**config.mk**
```make
export PLATFORM = sky130hd
export DESIGN_NAME = prdc_top
export DESIGN_NICKNAME = d
export VERILOG_FILES = /design/src/common/prdc_pkg.sv /design/src/verilog/prdc_top.sv /design/src/verilog/prdc_overrun.sv /design/src/verilog/prdc_corr_sel.sv
export SDC_FILE = /design/constraint.sdc
export NUM_CORES = 1
export LEC_CHECK = 0
export ABC_AREA = 1
export BUFFER_PORTS_ARGS = -buffer_cell sky130_fd_sc_hd__buf_2
export CAP_MARGIN = 30
export CORE_UTILIZATION = 48
export CTS_BUF_LIST = sky130_fd_sc_hd__clkbuf_16
export DETAILED_ROUTE_END_ITERATION = 12
export HOLD_SLACK_MARGIN = 0.08
export PLACE_DENSITY_LB_ADDON = 0.08
export SYNTH_ARGS = -nofsm -noshare
export SYNTH_HDL_FRONTEND = slang
export SYNTH_SLANG_ARGS = --single-unit
```
**constraint.sdc**
```tcl
create_clock -name ref_clk_i -period 3.32 [get_ports ref_clk_i]
set_input_delay 0.664 -clock ref_clk_i [delete_from_list [all_inputs] [get_ports ref_clk_i]]
set_output_delay 0.664 -clock ref_clk_i [all_outputs]
set_load 0.02 [all_outputs]
```
**src/common/prdc_pkg.sv**
```systemverilog
// package: register map, field layout and carrier types for the overrun / correction block
package prdc_pkg;

    localparam int unsigned NUM_PAIRS = 3;
    localparam int unsigned AXI_AW = 8;

    // register indices; each register owns one aligned 32-bit word
    localparam logic [AXI_AW-1:0] IDX_IRQ_EN = 8'h1C;
    localparam logic [AXI_AW-1:0] IDX_FLAGS = 8'h1D;
    localparam logic [AXI_AW-1:0] IDX_CORR_CTRL = 8'h1E;
    localparam logic [AXI_AW-1:0] IDX_LOAD_CTRL = 8'h1F;
    localparam logic [AXI_AW-1:0] IDX_PAIR_SEL = 8'h20;
    localparam logic [1:0] ADDR_ALIGN = 2'h0;

    // byte address is four times the index; the value sits in bits 7:0
    localparam logic [AXI_AW-1:0] ADDR_IRQ_EN = {IDX_IRQ_EN[AXI_AW-3:0], ADDR_ALIGN};
    localparam logic [AXI_AW-1:0] ADDR_FLAGS = {IDX_FLAGS[AXI_AW-3:0], ADDR_ALIGN};
    localparam logic [AXI_AW-1:0] ADDR_CORR_CTRL = {IDX_CORR_CTRL[AXI_AW-3:0], ADDR_ALIGN};
    localparam logic [AXI_AW-1:0] ADDR_LOAD_CTRL = {IDX_LOAD_CTRL[AXI_AW-3:0], ADDR_ALIGN};
    localparam logic [AXI_AW-1:0] ADDR_PAIR_SEL = {IDX_PAIR_SEL[AXI_AW-3:0], ADDR_ALIGN};

    // flag and enable bit positions
    localparam int unsigned BIT_A = 0;
    localparam int unsigned BIT_B = 1;
    localparam int unsigned BIT_C = 2;
    localparam int unsigned GEN_W = 3;

    // reload source select encodings
    localparam logic [1:0] SRC_NONE = 2'h0;
    localparam logic [1:0] SRC_A = 2'h1;
    localparam logic [1:0] SRC_B = 2'h2;
    localparam logic [1:0] SRC_C = 2'h3;

    // correction control register layout
    localparam int unsigned CC_POL_LSB = 0;
    localparam int unsigned CC_MODE_LSB = 4;
    localparam int unsigned CC_MODE_W = 2;
    localparam logic [CC_MODE_W-1:0] CC_MODE_SW = 2'h0;
    localparam logic [CC_MODE_W-1:0] CC_MODE_DIR = 2'h3;

    // load control register layout
    localparam int unsigned LC_PERMIT_LSB = 0;
    localparam int unsigned LC_GLOBAL_BIT = 3;
    localparam int unsigned LC_SRC_LSB = 4;

    localparam logic [7:0] RESET_BYTE = 8'h00;
    localparam logic [31:0] ZERO_WORD = 32'h0000_0000;
    localparam logic [1:0] RESP_OKAY = 2'h0;
    localparam logic [1:0] RESP_SLVERR = 2'h2;

    typedef struct packed {
        logic [AXI_AW-1:0] awaddr;
        logic awvalid;
        logic [31:0] wdata;
        logic [3:0] wstrb;
        logic wvalid;
        logic bready;
        logic [AXI_AW-1:0] araddr;
        logic arvalid;
        logic rready;
    } prdc_axi_req_t;

    typedef struct packed {
        logic awready;
        logic wready;
        logic [1:0] bresp;
        logic bvalid;
        logic arready;
        logic [31:0] rdata;
        logic [1:0] rresp;
        logic rvalid;
    } prdc_axi_rsp_t;

    // software view handed from the bus slave to the block logic
    typedef struct packed {
        logic [GEN_W-1:0] permit;
        logic global_permit;
        logic [1:0] src_sel;
        logic [NUM_PAIRS-1:0] corr_pol;
        logic [CC_MODE_W-1:0] corr_mode;
        logic [GEN_W-1:0] irq_en;
        logic [GEN_W-1:0] flag_clr;
    } prdc_ctrl_t;

endpackage

```
**src/verilog/prdc_top.sv**
```systemverilog
// top: axi4-lite registers, reload overrun flags, irq and dead-time correction select
`timescale 1ns/100ps
module prdc_top (
    input wire logic ref_clk_i,
    input wire logic rst_i,
    input wire prdc_pkg::prdc_axi_req_t axi_req_i,
    output prdc_pkg::prdc_axi_rsp_t axi_rsp_o,
    input wire logic [prdc_pkg::GEN_W-1:0] reload_i,
    input wire logic count_down_i,
    input wire logic [prdc_pkg::NUM_PAIRS-1:0] cur_status_input_n_i,
    output logic [prdc_pkg::NUM_PAIRS-1:0] use_even_o,
    output logic [prdc_pkg::GEN_W-1:0] overrun_flag_o,
    output logic irq_o
);
    import prdc_pkg::*;

    // ------------------------------------------------------------
    // state
    // ------------------------------------------------------------
    typedef struct packed {
        prdc_axi_rsp_t rsp;
        logic aw_got;
        logic w_got;
        logic [AXI_AW-1:0] awaddr;
        logic [31:0] wdata;
        logic [3:0] wstrb;
        logic [GEN_W-1:0] irq_en;
        logic [GEN_W-1:0] permit;
        logic global_permit;
        logic [1:0] src_sel;
        logic [NUM_PAIRS-1:0] corr_pol;
        logic [CC_MODE_W-1:0] corr_mode;
        logic [GEN_W-1:0] flag_clr;
        logic irq;
        logic [NUM_PAIRS-1:0] cs_meta;
        logic [NUM_PAIRS-1:0] cs_sync;
    } prdc_top_state_t;

    prdc_top_state_t s_q, s_d;
    logic [GEN_W-1:0] flags;
    logic [NUM_PAIRS-1:0] use_even;
    prdc_ctrl_t ctrl;

    // pick the byte lane that holds a given register address
    function automatic logic [7:0] lane_byte(input logic [31:0] w, input logic [AXI_AW-1:0] a);
        logic [1:0] l;
        l = a[1:0];
        case (l)
            2'h0: lane_byte = w[7:0];
            2'h1: lane_byte = w[15:8];
            2'h2: lane_byte = w[23:16];
            default: lane_byte = w[31:24];
        endcase
    endfunction

    function automatic logic lane_on(input logic [3:0] s, input logic [AXI_AW-1:0] a);
        lane_on = s[a[1:0]];
    endfunction

    // place a byte in its lane of the read word
    function automatic logic [31:0] lane_word(input logic [7:0] b, input logic [AXI_AW-1:0] a);
        logic [31:0] w;
        w = {24'h00_0000, b};
        lane_word = w << {a[1:0], 3'h0};
    endfunction

    assign ctrl.permit = s_q.permit;
    assign ctrl.global_permit = s_q.global_permit;
    assign ctrl.src_sel = s_q.src_sel;
    assign ctrl.corr_pol = s_q.corr_pol;
    assign ctrl.corr_mode = s_q.corr_mode;
    assign ctrl.irq_en = s_q.irq_en;
    assign ctrl.flag_clr = s_q.flag_clr;

    // ------------------------------------------------------------
    // sub-blocks
    // ------------------------------------------------------------
    prdc_overrun u_overrun (
        .ref_clk_i(ref_clk_i),
        .rst_i(rst_i),
        .reload_i(reload_i),
        .permit_i(ctrl.permit),
        .global_permit_i(ctrl.global_permit),
        .src_sel_i(ctrl.src_sel),
        .clr_i(ctrl.flag_clr),
        .flag_o(flags)
    );

    prdc_corr_sel u_corr (
        .ref_clk_i(ref_clk_i),
        .rst_i(rst_i),
        .cur_status_sync_n_i(s_q.cs_sync),
        .corr_pol_i(ctrl.corr_pol),
        .corr_mode_i(ctrl.corr_mode),
        .count_down_i(count_down_i),
        .use_even_o(use_even)
    );

    // ------------------------------------------------------------
    // next state
    // ------------------------------------------------------------
    always_comb begin
        logic [AXI_AW-1:0] ra;
        logic [7:0] rb;
        logic [7:0] wb;
        logic hit;
        ra = '0;
        rb = RESET_BYTE;
        wb = RESET_BYTE;
        hit = 1'b0;
        s_d = s_q;
        s_d.flag_clr = '0;
        // status pin enters through two flops; only the second is used
        s_d.cs_meta = cur_status_input_n_i;
        s_d.cs_sync = s_q.cs_meta;

        // write address and data are taken in either order
        if (axi_req_i.awvalid && s_q.rsp.awready) begin
            s_d.awaddr = axi_req_i.awaddr;
            s_d.aw_got = 1'b1;
            s_d.rsp.awready = 1'b0;
        end
        if (axi_req_i.wvalid && s_q.rsp.wready) begin
            s_d.wdata = axi_req_i.wdata;
            s_d.wstrb = axi_req_i.wstrb;
            s_d.w_got = 1'b1;
            s_d.rsp.wready = 1'b0;
        end
        if (s_q.aw_got && s_q.w_got && !s_q.rsp.bvalid) begin
            wb = lane_byte(s_q.wdata, s_q.awaddr);
            hit = 1'b1;
            if (lane_on(s_q.wstrb, s_q.awaddr)) begin
                case (s_q.awaddr)
                    ADDR_IRQ_EN: s_d.irq_en = wb[GEN_W-1:0];
                    ADDR_FLAGS: s_d.flag_clr = wb[GEN_W-1:0];
                    ADDR_CORR_CTRL: begin
                        s_d.corr_pol = wb[CC_POL_LSB +: NUM_PAIRS];
                        s_d.corr_mode = wb[CC_MODE_LSB +: CC_MODE_W];
                    end
                    ADDR_LOAD_CTRL: begin
                        s_d.permit = wb[LC_PERMIT_LSB +: GEN_W];
                        s_d.global_permit = wb[LC_GLOBAL_BIT];
                        s_d.src_sel = wb[LC_SRC_LSB +: 2];
                    end
                    ADDR_PAIR_SEL: hit = 1'b1;
                    default: hit = 1'b0;
                endcase
            end else begin
                case (s_q.awaddr)
                    ADDR_IRQ_EN, ADDR_FLAGS, ADDR_CORR_CTRL,
                    ADDR_LOAD_CTRL, ADDR_PAIR_SEL: hit = 1'b1;
                    default: hit = 1'b0;
                endcase
            end
            s_d.rsp.bvalid = 1'b1;
            s_d.rsp.bresp = hit ? RESP_OKAY : RESP_SLVERR;
        end
        if (s_q.rsp.bvalid && axi_req_i.bready) begin
            s_d.rsp.bvalid = 1'b0;
            s_d.aw_got = 1'b0;
            s_d.w_got = 1'b0;
            s_d.rsp.awready = 1'b1;
            s_d.rsp.wready = 1'b1;
        end

        // read channel
        if (axi_req_i.arvalid && s_q.rsp.arready) begin
            ra = axi_req_i.araddr;
            hit = 1'b1;
            case (ra)
                ADDR_IRQ_EN: rb = {5'h00, s_q.irq_en};
                ADDR_FLAGS: rb = {5'h00, flags};
                ADDR_CORR_CTRL: rb = {2'h0, s_q.corr_mode, 1'b0, s_q.corr_pol};
                ADDR_LOAD_CTRL: rb = {2'h0, s_q.src_sel, s_q.global_permit, s_q.permit};
                ADDR_PAIR_SEL: rb = {5'h00, use_even};
                default: hit = 1'b0;
            endcase
            s_d.rsp.arready = 1'b0;
            s_d.rsp.rvalid = 1'b1;
            s_d.rsp.rdata = hit ? lane_word(rb, ra) : ZERO_WORD;
            s_d.rsp.rresp = hit ? RESP_OKAY : RESP_SLVERR;
        end
        if (s_q.rsp.rvalid && axi_req_i.rready) begin
            s_d.rsp.rvalid = 1'b0;
            s_d.rsp.arready = 1'b1;
        end

        s_d.irq = |(flags & s_q.irq_en);
    end

    // ------------------------------------------------------------
    // registers
    // ------------------------------------------------------------
    always_ff @(posedge ref_clk_i or posedge rst_i) begin
        if (rst_i) begin
            s_q <= '0;
            s_q.rsp.awready <= 1'b1;
            s_q.rsp.wready <= 1'b1;
            s_q.rsp.arready <= 1'b1;
            s_q.cs_meta <= '1;
            s_q.cs_sync <= '1;
        end else begin
            s_q <= s_d;
        end
    end

    assign axi_rsp_o = s_q.rsp;
    assign use_even_o = use_even;
    assign overrun_flag_o = flags;
    assign irq_o = s_q.irq;
endmodule

```
**src/verilog/prdc_overrun.sv**
```systemverilog
// overrun flag logic for the three reload generators
`timescale 1ns/100ps
module prdc_overrun (
    input wire logic ref_clk_i,
    input wire logic rst_i,
    input wire logic [prdc_pkg::GEN_W-1:0] reload_i,
    input wire logic [prdc_pkg::GEN_W-1:0] permit_i,
    input wire logic global_permit_i,
    input wire logic [1:0] src_sel_i,
    input wire logic [prdc_pkg::GEN_W-1:0] clr_i,
    output logic [prdc_pkg::GEN_W-1:0] flag_o
);
    import prdc_pkg::*;

    typedef struct packed {
        logic [GEN_W-1:0] flag;
    } prdc_ovr_state_t;

    prdc_ovr_state_t s_q, s_d;
    logic [GEN_W-1:0] set;

    // reload seen while no load permit covers it
    function automatic logic overrun_hit(input logic ev, input logic perm, input logic glob);
        overrun_hit = ev & ~(perm | glob);
    endfunction

    always_comb begin
        set = '0;
        set[BIT_B] = overrun_hit(reload_i[BIT_B], permit_i[BIT_B], global_permit_i);
        set[BIT_C] = overrun_hit(reload_i[BIT_C], permit_i[BIT_C], global_permit_i);
        case (src_sel_i)
            SRC_A: set[BIT_A] = overrun_hit(reload_i[BIT_A], permit_i[BIT_A], global_permit_i);
            SRC_B: set[BIT_A] = overrun_hit(reload_i[BIT_A], permit_i[BIT_B], global_permit_i);
            SRC_C: set[BIT_A] = overrun_hit(reload_i[BIT_A], permit_i[BIT_C], global_permit_i);
            default: set[BIT_A] = 1'b0;
        endcase
        s_d.flag = (s_q.flag & ~clr_i) | set;
    end

    always_ff @(posedge ref_clk_i or posedge rst_i) begin
        if (rst_i) begin
            s_q <= '0;
        end else begin
            s_q <= s_d;
        end
    end

    assign flag_o = s_q.flag;
endmodule

```
**src/verilog/prdc_corr_sel.sv**
```systemverilog
// odd/even value register selection for each complementary pair
`timescale 1ns/100ps
module prdc_corr_sel (
    input wire logic ref_clk_i,
    input wire logic rst_i,
    input wire logic [prdc_pkg::NUM_PAIRS-1:0] cur_status_sync_n_i,
    input wire logic [prdc_pkg::NUM_PAIRS-1:0] corr_pol_i,
    input wire logic [prdc_pkg::CC_MODE_W-1:0] corr_mode_i,
    input wire logic count_down_i,
    output logic [prdc_pkg::NUM_PAIRS-1:0] use_even_o
);
    import prdc_pkg::*;

    typedef struct packed {
        logic [NUM_PAIRS-1:0] use_even;
    } prdc_sel_state_t;

    prdc_sel_state_t s_q, s_d;

    always_comb begin
        s_d = s_q;
        case (corr_mode_i)
            CC_MODE_SW: s_d.use_even = corr_pol_i;
            CC_MODE_DIR: s_d.use_even = {NUM_PAIRS{count_down_i}};
            default: s_d.use_even = cur_status_sync_n_i;
        endcase
    end

    always_ff @(posedge ref_clk_i or posedge rst_i) begin
        if (rst_i) begin
            s_q <= '0;
        end else begin
            s_q <= s_d;
        end
    end

    assign use_even_o = s_q.use_even;
endmodule

```
==> summary.txt, run 1 <==
Place
  – Buffers on Ports: 95
  – Dpl cells: 688
  – DP HPWL: 6.292 mm
  – Routability cong.: 0.7980
  – DP Worst Slack: 1242 ps
  – Post-DP Area: 4886 um2

Clock tree
  – CTS Buffer Depth: 2
  – CTS tree: yes
  – Clk_lat worst skew: 340 ps
  – Clock root cell: clkbuf_16
  – Clk sink count: 99
  – TritonCTS Buffers: 9
  – Clock transition at path regs: 70 ps
  – Post-CTS Hold Fix Bufs: 0
  – Post-CTS setup buffers: 0
  – # H-tree levels: 3
  – Post-CTS resize count: 0

Layout
  – Nets@finish: 656
  – Area delta synth->final: 13.66%
  – Final cell count without fillers: 704
  – Fill cell count: 887
  – Storage cell area: 2489 um2
  – Area occupied by multi-input gates: 1516 um2
  – Most common cell after layout, fill and taps aside: nand2_1
  – Number of antenna diodes: 0
  – Layout cells sized above 1: 25.63%
  – Final Cell Area: 5164 um2
  – Util after Layout: 56.15%
  – Commonest non-fill, non-tap cells in the layout: nand2_1, buf_2, dfrtp_1

Yosys
  – Synth Area per Inst: 8.703 um2
  – Syn Std Cell Area: 4543 um2
  – Async set-reset flop share out of synthesis: 100.0%
  – Ys flop type: dfrtp_1
  – FF+latch count, synth: 99
  – Yosys cell types: 34
  – Post-synth EDFFs: 0
  – Synth warn: 0
  – Cell count after synthesis: 522
  – Post-synthesis sequential area ratio: 54.78%

Global routing
  – Vias in the first global route: 3223
  – Grt ovf: 0
  – Global-route wire length before repair: 14.89 mm
  – Total GRT Usage: 19.25%
  – Largest net degree at the start of global routing: 61
  – Initial antenna violation count: 0

Worst setup path
  – R2r setup slk: 1510 ps
  – CP Launch Point: s_q[61]$_DFFE_PP0P_
  – CP bufs+invs: 0
  – Reg-to-Reg Start: s_q[61]$_DFFE_PP0P_
  – Crit path kind: reg -> reg
  – Slowest-stage cell, CP: dfrtp_1
  – Worst-path cell chain: nor2_2, nand3_1, nor2_1, nand3_2, nand2_1, o21ai_1
  – Critical Path End Type: flip-flop
  – CP max stage delay: 490 ps
  – Critical-path maximum fanout: 11
  – Req. time, crit path: 3520 ps
  – Crit path launch type: flip-flop
  – Critical path arrival: 2010 ps
  – Kind of cell adding the most delay to the critical path: simple AND/OR/NAND/NOR gates

Drt
  – Via density: 4.777
  – Post-route DRC: 0
  – Starting DRC count in detailed routing: 123
  – First-pass DRT Iterations: 4
  – Final WL: 8.640 mm
  – Routed Antenna Nets: 0
  – Via Count: 3363
  – DR WL/cell: 12.27 um

Run
  – Max Cap Violations: 0

Die
  – Chip height: 99.29 um
  – Core Footprint: 9196 um2
  – Initial Util: 49.40%
  – DIE WIDTH: 99.29 um
  – # rows: 35
  – Die area: 9858 um2
  – Ports: 114

Pwr
  – Maximum vdd drop: 0.0003122 V
  – Lkg Pwr: 2.821 nW
  – Power per cell area: 695.7 nW/um2
  – Final total power: 3.592 mW

STA
  – FMAX: 0.5515 GHz
  – Fin crit share: 54.62%
  – Worst-Margin Slew: 857.2 ps
  – Setup Skew: 7.118 ps
  – Final hold violation count: 0
  – Setup TNS: 0 ps
  – Hold WS: 277.9 ps
  – Final Max Tran Viols: 0
  – Period minus WS final: 1813 ps
  – Slew headroom: 42.79%
  – Setup Viol. Count Final: 0
  – Setup ws final: 1507 ps
  – RSZ-0062 raised after global routing: no

Outcome
  – Status: completed

Worst hold path
  – Hold/Removal Path Class: in -> async
==> layer usage <==
metal  vias to the layer above  GRT usage, %  wire (um)
met5                         -             0          0
met4                         0         5.430         89
met3                         8         4.146        342
met2                        85         31.73       4066
met1                      1558         25.80       4141
li1                       1712             -          -
==> kinds of logic after synthesis <==
group / count (synthesis) / synth area share [%]
simple gates: 260 / 25.97
buf+inv: 110 / 12.59
flops: 99 / 54.78
compound gates: 50 / 6.032
fa+ha+maj: 2 / 0.5507
other cells: 1 / 0.08254
==> registers in the layout, indices dropped and copies added, names as in the netlist <==
signal / flops
u_corr.use_even_o: 3
u_overrun.flag_o: 3
s_d: 3
s_q: 41
irq_o: 1
axi_rsp_o: 31
ctrl: 17
==> path summary, 6_finish.rpt <==
check / depth (start not counted) / end
setup / recovery: 6 / ctrl[4]$_DFFE_PP0P_
hold / removal: 2 / axi_rsp_o[20]$_DFFE_PP0P_
setup reg to reg: 6 / ctrl[4]$_DFFE_PP0P_
hold reg to reg: 0 / s_q[1]$_DFF_PP1_
max in group asynchronous: 3 / axi_rsp_o[40]$_DFFE_PP1P_
min in group ref_clk_i: 0 / s_q[1]$_DFF_PP1_
==> where the power goes <==
| part | internal [mW] | switching [mW] |
|---|---|---|
| clock network | 0.512 | 0.464 |
| logic | 0.304 | 0.642 |
| registers | 1.49 | 0.183 |
| total | 2.30 | 1.29 |
==> synthesized netlist by cell type, types with 5 or more instances <==
cell type	count	area, um2
nor2_2	5	31.28
inv_1	53	198.9
o21ai_0	24	120.1
o21ai_1	12	60.06
nand2_2	5	31.28
nor2_1	26	97.59
buf_4	42	315.3
dfrtp_1	90	2252
nand3_1	35	175.2
nand2_1	170	638.1
dfstp_2	9	236.5
clkbuf_1	9	33.78
==> area by class of cell <==
| class | count | share of cell area, % |
|---|---|---|
| Tap cell | 111 | 2.690 |
| Clock inverter | 7 | 1.018 |
| Multi-Input combinational cell | 322 | 29.37 |
| Inverter | 57 | 4.192 |
| Clock buffer | 9 | 4.362 |
| Sequential cell | 99 | 48.19 |
| Timing Repair Buffer | 99 | 10.18 |
No activity file was read; power rests on OpenSTA's default activity.
==> run 2, diff against run 1 <==
--- a/config.mk
+++ b/config.mk
@@ -8,7 +8,7 @@
 export ABC_AREA = 1
 export BUFFER_PORTS_ARGS = -buffer_cell sky130_fd_sc_hd__buf_2
 export CAP_MARGIN = 30
-export CORE_UTILIZATION = 48
+export CORE_UTILIZATION = 53
 export CTS_BUF_LIST = sky130_fd_sc_hd__clkbuf_16
 export DETAILED_ROUTE_END_ITERATION = 12
 export HOLD_SLACK_MARGIN = 0.08
==> constraint.sdc (replaced) <==
create_clock -name ref_clk_i -period 1.7 [get_ports ref_clk_i]
set_input_delay 0.34 -clock ref_clk_i [delete_from_list [all_inputs] [get_ports ref_clk_i]]
set_output_delay 0.34 -clock ref_clk_i [all_outputs]
set_load 0.02 [all_outputs]
==> run 2 against run 1 <==
  * Combinational power up 100%
  * Non-clock buffer count up 7
  * Die area down 9.2%
  * Critical path depth down 3
  * Via count up 0.89%
  * Sequential cell count unchanged
  * Clock-buffer cell count unchanged
  * Worst setup slack worse by 1400 ps
  * Hold slack worse by 180 ps
  * First-iteration DRC count up 4.9%
  * Sequential power up 96%
  * Global-route usage up 1.1 points
  * Critical path type unchanged
==> summary.txt, run 2 (synthesis gave the netlist of run 1 again) <==
Outcome
  – Status: completed (unchanged)

Clock tree
  – Clock transition at path regs: 70 ps (about the same)
  – Clk sink count: 99 (unchanged)
  – CTS Buffer Depth: 2 (unchanged)
  – Clk_lat worst skew: 330 ps (was 340 ps)
  – Clock root cell: clkbuf_16 (unchanged)
  – # H-tree levels: 3 (unchanged)
  – CTS tree: yes (unchanged)
  – TritonCTS Buffers: 9 (unchanged)

Place
  – DP Worst Slack: 128.0 ps (was 1242 ps)
  – Dpl cells: 688 (unchanged)
  – Routability cong.: 0.8582 (was 0.7980)
  – Buffers on Ports: 95 (unchanged)
  – Post-DP Area: 4930 um2 (was 4886 um2)
  – DP HPWL: 6.192 mm (was 6.292 mm)

Worst setup path
  – RR Endpoint: ctrl[3]$_DFFE_PP0P_ (was ctrl[4]$_DFFE_PP0P_)
  – CP Launch Point: s_q[61]$_DFFE_PP0P_ (unchanged)
  – Req. time, crit path: 1890 ps (was 3520 ps)
  – Slowest-stage cell, CP: o21ai_0 (was dfrtp_1)
  – CP max stage delay: 610 ps (was 490 ps)
  – Cells on worst reg2reg path: 3 (was 6)
  – Critical Path End Type: flip-flop (unchanged)
  – Kind of cell adding the most delay to the critical path: compound AO/OA/AOI/OAI gates (was simple AND/OR/NAND/NOR gates)
  – CP bufs+invs: 0 (unchanged)
  – Worst-path cell chain: nand2_2, o21ai_0, o21ai_1 (was nor2_2, nand3_1, nor2_1, nand3_2, nand2_1, o21ai_1)
  – R2r setup slk: 110 ps (was 1510 ps)
  – Critical path arrival: 1780 ps (was 2010 ps)
  – Reg-to-Reg Start: s_q[61]$_DFFE_PP0P_ (unchanged)
  – Critical-path maximum fanout: 7 (was 11)
  – Crit path kind: reg -> reg (unchanged)
  – Crit path launch type: flip-flop (unchanged)

Die
  – Core Footprint: 8258 um2 (was 9196 um2)
  – # rows: 33 (was 35)
  – DIE WIDTH: 94.59 um (was 99.29 um)
  – Die area: 8946 um2 (was 9858 um2)
  – Ports: 114 (unchanged)
  – Chip height: 94.59 um (was 99.29 um)
  – Initial Util: 55.02% (was 49.40%)

Drt
  – Via Count: 3393 (was 3363)
  – Final WL: 8.519 mm (was 8.640 mm)
  – DR WL/cell: 12.08 um (was 12.27 um)
  – First-pass DRT Iterations: 4 (unchanged)
  – Post-route DRC: 0 (unchanged)
  – Via density: 4.813 (was 4.777)
  – Routed Antenna Nets: 0 (unchanged)
  – Starting DRC count in detailed routing: 129 (was 123)

Pwr
  – Share of power burned in combinational logic: 26.7% (was 26.3%)
  – Maximum vdd drop: 0.0007520 V (was 0.0003122 V)
  – Internal power: 4.697 mW (was 2.303 mW)
  – Psw: 2.449 mW (was 1.290 mW)
  – Lkg Pwr: 2.866 nW (was 2.821 nW)
  – Final total power: 7.146 mW (was 3.592 mW)
  – Clock Power Share: 27.4% (was 27.2%)
  – Power per cell area: 1367 nW/um2 (was 695.7 nW/um2)
  – Sw Ratio: 34.27% (was 35.90%)
  – Sequential share of power: 45.9% (was 46.5%)

Layout
  – Fill cell count: 721 (was 887)
  – Layout cells sized above 1: 26.00% (was 25.63%)
  – Final cell count without fillers: 705 (was 704)
  – Most common cell after layout, fill and taps aside: nand2_1 (unchanged)
  – Max FFs per register: 41 (unchanged)
  – Util after Layout: 63.30% (was 56.15%)
  – Final Cell Area: 5228 um2 (was 5164 um2)
  – Number of antenna diodes: 0 (unchanged)
  – Commonest non-fill, non-tap cells in the layout: nand2_1, buf_2, dfrtp_1 (unchanged)
  – Nets@finish: 663 (was 656)
  – Area delta synth->final: 15.06% (was 13.66%)
  – Largest register by flop count: s_q (unchanged)

Worst hold path
  – Worst Hold Depth: 1
  – Hold EP: s_d[0]$_DFF_PP1_
  – Hold wc startpoint: cur_status_input_n_i[0]
  – Hold/Removal Path Class: in -> reg (was in -> async)

STA
  – Final hold violation count: 0 (unchanged)
  – Setup Skew: 5.876 ps (was 7.118 ps)
  – Setup Viol. Count Final: 0 (unchanged)
  – FMAX: 0.6302 GHz (was 0.5515 GHz)
  – Hold WS: 96.91 ps (was 277.9 ps)
  – Worst-Margin Slew: 727.4 ps (was 857.2 ps)
  – Final Max Tran Viols: 0 (unchanged)
  – RSZ-0062 raised after global routing: no (unchanged)
  – Setup TNS: 0 ps (unchanged)
  – Slew headroom: 50.99% (was 42.79%)
  – Fin crit share: 93.35% (was 54.62%)
  – Setup ws final: 113.1 ps (was 1507 ps)
  – Period minus WS final: 1587 ps (was 1813 ps)

Global routing
  – Initial antenna violation count: 0 (unchanged)
  – GR Layer Usage met1: 27.10% (was 25.80%)
  – Grt met2 use: 33.51% (was 31.73%)
  – Met3 Use GR: 2.899% (was 4.146%)
  – Vias in the first global route: 3146 (was 3223)
  – Grt ovf: 0 (unchanged)
  – Total GRT Usage: 20.36% (was 19.25%)
  – GR peak layer: met2 (unchanged)
  – Largest net degree at the start of global routing: 63 (was 61)
  – Global-route wire length before repair: 14.05 mm (was 14.89 mm)

Run
  – Max Cap Violations: 0 (unchanged)
run 2: cell count changes in the layout (fill, tap and decap cells not counted):
cell / before / now
inv_6: 2 / 0
dlygate4sd3_1: 0 / 1
buf_16: 1 / 0
clkinvlp_4: 3 / 2
buf_12: 0 / 2
clkinv_2: 0 / 1
clkinv_1: 0 / 1
inv_1: 53 / 54
inv_4: 1 / 0
buf_4: 3 / 8
bufinv_16: 0 / 1
run 2: how the worst max path moves through the flow:
stage / end / slack (ps) / cells after the start
3_5_place_dp: ctrl[3]$_DFFE_PP0P_ / 130 / 3
5_1_grt: ctrl[4]$_DFFE_PP0P_ / 30 / 7
6_report: ctrl[3]$_DFFE_PP0P_ / 110 / 3
3_3_place_gp: ctrl[0]$_DFF_PP0_ / 190 / 8
2_1_floorplan: axi_rsp_o[0]$_DFFE_PP0P_ / 190 / 1
4_1_cts: ctrl[0]$_DFF_PP0_ / 110 / 6
run 2: repair_timing:
action,4_1_cts,5_1_grt
hold endpoints to repair,9,0
hold buffers,1,0
resized for setup,0,0
setup buffers,0,0
endpoints found under the setup margin,0,0
run 2: layout make-up:
cell class / instances / area, um2 / area share, %
Inverter: 57 / 217.7 / 4.165
Clock inverter: 7 / 62.56 / 1.197
Multi-Input combinational cell: 322 / 1516 / 29.01
Sequential cell: 99 / 2489 / 47.61
Tap cell: 105 / 131.4 / 2.513
Clock buffer: 9 / 225.2 / 4.308
Timing Repair Buffer: 106 / 585.6 / 11.20
run 2: power groups by stage:
stage / Clock, mW / Sequential (mW) / Combinational (mW)
after floorplan: 0 / 3.22 / 1.51
after global placement: 0 / 3.30 / 1.87
after detailed placement: 0 / 3.32 / 1.92
after CTS: 2.00 / 3.28 / 1.93
after global routing: 2.08 / 3.35 / 2.17
final: 1.96 / 3.28 / 1.91
run 2: metal layers:
metal	up-vias	part of all wire (%)
li1	1720	-
met1	1581	47
met2	79	48
met3	13	3.7
met4	0	1.9
met5	-	0
==> run 3, diff against run 2 <==
--- a/config.mk
+++ b/config.mk
@@ -8,7 +8,7 @@
 export ABC_AREA = 1
 export BUFFER_PORTS_ARGS = -buffer_cell sky130_fd_sc_hd__buf_2
 export CAP_MARGIN = 30
-export CORE_UTILIZATION = 53
+export CORE_UTILIZATION = 30
 export CTS_BUF_LIST = sky130_fd_sc_hd__clkbuf_16
 export DETAILED_ROUTE_END_ITERATION = 12
 export HOLD_SLACK_MARGIN = 0.08
==> run 3 against run 2 <==
  * The flow now finishes with violations (DRC)
  * Routed wire length up 17%
  * Critical path depth up 5
  * Clock skew up 3.7 ps
  * Critical path type unchanged
  * Largest cell class unchanged
  * Highest routed layer unchanged
==> summary.txt, run 3 (synthesis gave the netlist of run 1 again) <==
Worst setup path
  – Req. time, crit path: 1910 ps (was 1890 ps)
  – RR Endpoint: ctrl[5]$_DFFE_PP0P_ (was ctrl[3]$_DFFE_PP0P_)
  – Reg-to-Reg Start: s_q[61]$_DFFE_PP0P_ (unchanged)
  – Critical Path End Type: flip-flop (unchanged)
  – Crit path kind: reg -> reg (unchanged)
  – Cells on worst reg2reg path: 8 (was 3)
  – Critical-path maximum fanout: 6 (was 7)
  – R2r setup slk: 220 ps (was 110 ps)
  – CP Launch Point: s_q[61]$_DFFE_PP0P_ (unchanged)
  – Crit path launch type: flip-flop (unchanged)
  – Critical path arrival: 1690 ps (was 1780 ps)

Outcome
  – Status: finished, violations left (was completed)
  – Failing checks: DRC

Global routing
  – Grt ovf: 0 (unchanged)
  – Total GRT Usage: 14.04% (was 20.36%)
  – Largest net degree at the start of global routing: 100 (was 63)
  – Global-route wire length before repair: 17.15 mm (was 14.05 mm)
  – Vias in the first global route: 3470 (was 3146)
  – Initial antenna violation count: 0 (unchanged)

Layout
  – Fill cell count: 1590 (was 721)
  – Number of antenna diodes: 0 (unchanged)
  – Nets@finish: 666 (was 663)
  – Util after Layout: 36.68% (was 63.30%)
  – Most common cell after layout, fill and taps aside: nand2_1 (unchanged)
  – Layout cells sized above 1: 26.20% (was 26.00%)
  – Area delta synth->final: 18.23% (was 15.06%)
  – Commonest non-fill, non-tap cells in the layout: nand2_1, buf_2, dfrtp_1 (unchanged)
  – Max FFs per register: 41 (unchanged)
  – Largest register by flop count: s_q (unchanged)

Die
  – DIE WIDTH: 125.1 um (was 94.59 um)
  – Initial Util: 31.02% (was 55.02%)
  – Ports: 114 (unchanged)
  – Chip height: 125.1 um (was 94.59 um)
  – # rows: 44 (was 33)
  – Die area: 15640 um2 (was 8946 um2)
  – Core Footprint: 14640 um2 (was 8258 um2)

STA
  – Worst-Margin Slew: 541.4 ps (was 727.4 ps)
  – Setup Viol. Count Final: 0 (unchanged)
  – Final Max Tran Viols: 0 (unchanged)
  – Setup TNS: 0 ps (unchanged)
  – FMAX: 0.6750 GHz (was 0.6302 GHz)
  – Setup ws final: 218.6 ps (was 113.1 ps)
  – Final hold violation count: 0 (unchanged)
  – Fin crit share: 87.14% (was 93.35%)
  – Hold WS: 123.1 ps (was 96.91 ps)
  – Slew headroom: 63.91% (was 50.99%)
  – RSZ-0062 raised after global routing: no (unchanged)
  – Period minus WS final: 1481 ps (was 1587 ps)
  – Setup Skew: 9.555 ps (was 5.876 ps)

Drt
  – DR WL/cell: 12.63 um (was 12.08 um)
  – Routed wl met2: 4.571 mm (was 4.066 mm)
  – Met1 WL: 4.681 mm (was 3.980 mm)
  – Top layer in use: met4 (unchanged)
  – First-pass DRT Iterations: 10 (was 4)
  – Via Count: 3412 (was 3393)
  – WL met3: 465 um (was 312 um)
  – Final WL: 9.936 mm (was 8.519 mm)
  – Starting DRC count in detailed routing: 111 (was 129)
  – Via density: 4.335 (was 4.813)
  – Post-route DRC: 10 (was 0)
  – Routed Antenna Nets: 0 (unchanged)

Clock tree
  – CTS Buffer Depth: 2 (unchanged)
  – Clk_lat worst skew: 350 ps (was 330 ps)
  – # H-tree levels: 3 (unchanged)
  – Clock root cell: clkbuf_16 (unchanged)
  – Post-CTS setup buffers: 0 (unchanged)
  – CTS tree: yes (unchanged)
  – TritonCTS Buffers: 9 (unchanged)
  – Clock transition at path regs: 60 ps (was 70 ps)
  – Clk sink count: 99 (unchanged)

Pwr
  – Power per cell area: 1365 nW/um2 (was 1367 nW/um2)
  – Maximum vdd drop: 0.0006423 V (was 0.0007520 V)
  – Lkg Pwr: 2.883 nW (was 2.866 nW)
  – Final total power: 7.334 mW (was 7.146 mW)

Place
  – DP HPWL: 7.242 mm (was 6.192 mm)
  – Buffers on Ports: 95 (unchanged)
  – DP Worst Slack: 150.7 ps (was 128.0 ps)
  – Routability cong.: 0.7655 (was 0.8582)

Run
  – Max Cap Violations: 0 (unchanged)

Worst hold path
  – Hold/Removal Path Class: in -> async (was in -> reg)
-- run 3: changes by cell type in the layout (fill, tap and decap cells not counted), sizes merged --
cell         before  now
dlygate4sd3       1    3
clkinv            3    2
buf             105  106
inv              58   59
-- run 3: repair_timing --
item                                    4_1_cts  5_1_grt
endpoints found under the hold margin         3        0
resized for setup                             0        1
hold buffers                                  3        0
endpoints found under the setup margin        0        4
-- run 3: layout make-up --
| type | count | area (um2) | area share, % |
|---|---|---|---|
| Clock buffer | 9 | 225.2 | 4.193 |
| Timing Repair Buffer | 109 | 625.6 | 11.65 |
| Inverter | 57 | 217.7 | 4.053 |
| Tap cell | 184 | 230.2 | 4.286 |
| Clock inverter | 7 | 67.56 | 1.258 |
| Sequential cell | 99 | 2489 | 46.33 |
| Multi-Input combinational cell | 322 | 1516 | 28.23 |
-- run 3: metrics by stage --
stage	std cells	area, um2
2_1_floorplan	531	4581
3_3_place_gp	768	5049
3_5_place_dp	768	5049
4_1_cts	787	5371
5_1_grt	787	5371
6_report	787	5371
-- run 3: worst max-delay path by stage --
stage                     slack (ps)                        to
after global placement           160       ctrl[8]$_DFFE_PP0P_
after detailed placement         150       ctrl[3]$_DFFE_PP0P_
after floorplan                  190  axi_rsp_o[0]$_DFFE_PP0P_
after global routing              20       ctrl[5]$_DFFE_PP0P_
after CTS                        100       ctrl[3]$_DFFE_PP0P_
final                            220       ctrl[5]$_DFFE_PP0P_
-- run 3: worst max-delay path: stages, from the launching register on --
cell	delay, ps
dfrtp_1	390
buf_4	160
inv_2	40
nor2_2	200
nand2_2	120
nand4_4	140
nand3_2	140
nand2_1	90
o21ai_1	60
-- run 3: metal layers --
layer	up-vias	track usage, %
met2	78	22.81
met5	-	0
li1	1734	-
met3	16	3.423
met4	0	5.954
met1	1584	17.84
-- run 3: power breakdown --
part	switching (mW)	internal, mW	total (mW)
clock	0.881	1.14	2.02
sequential	0.345	2.91	3.25
combinational	1.32	0.743	2.06
total	2.55	4.79	7.33
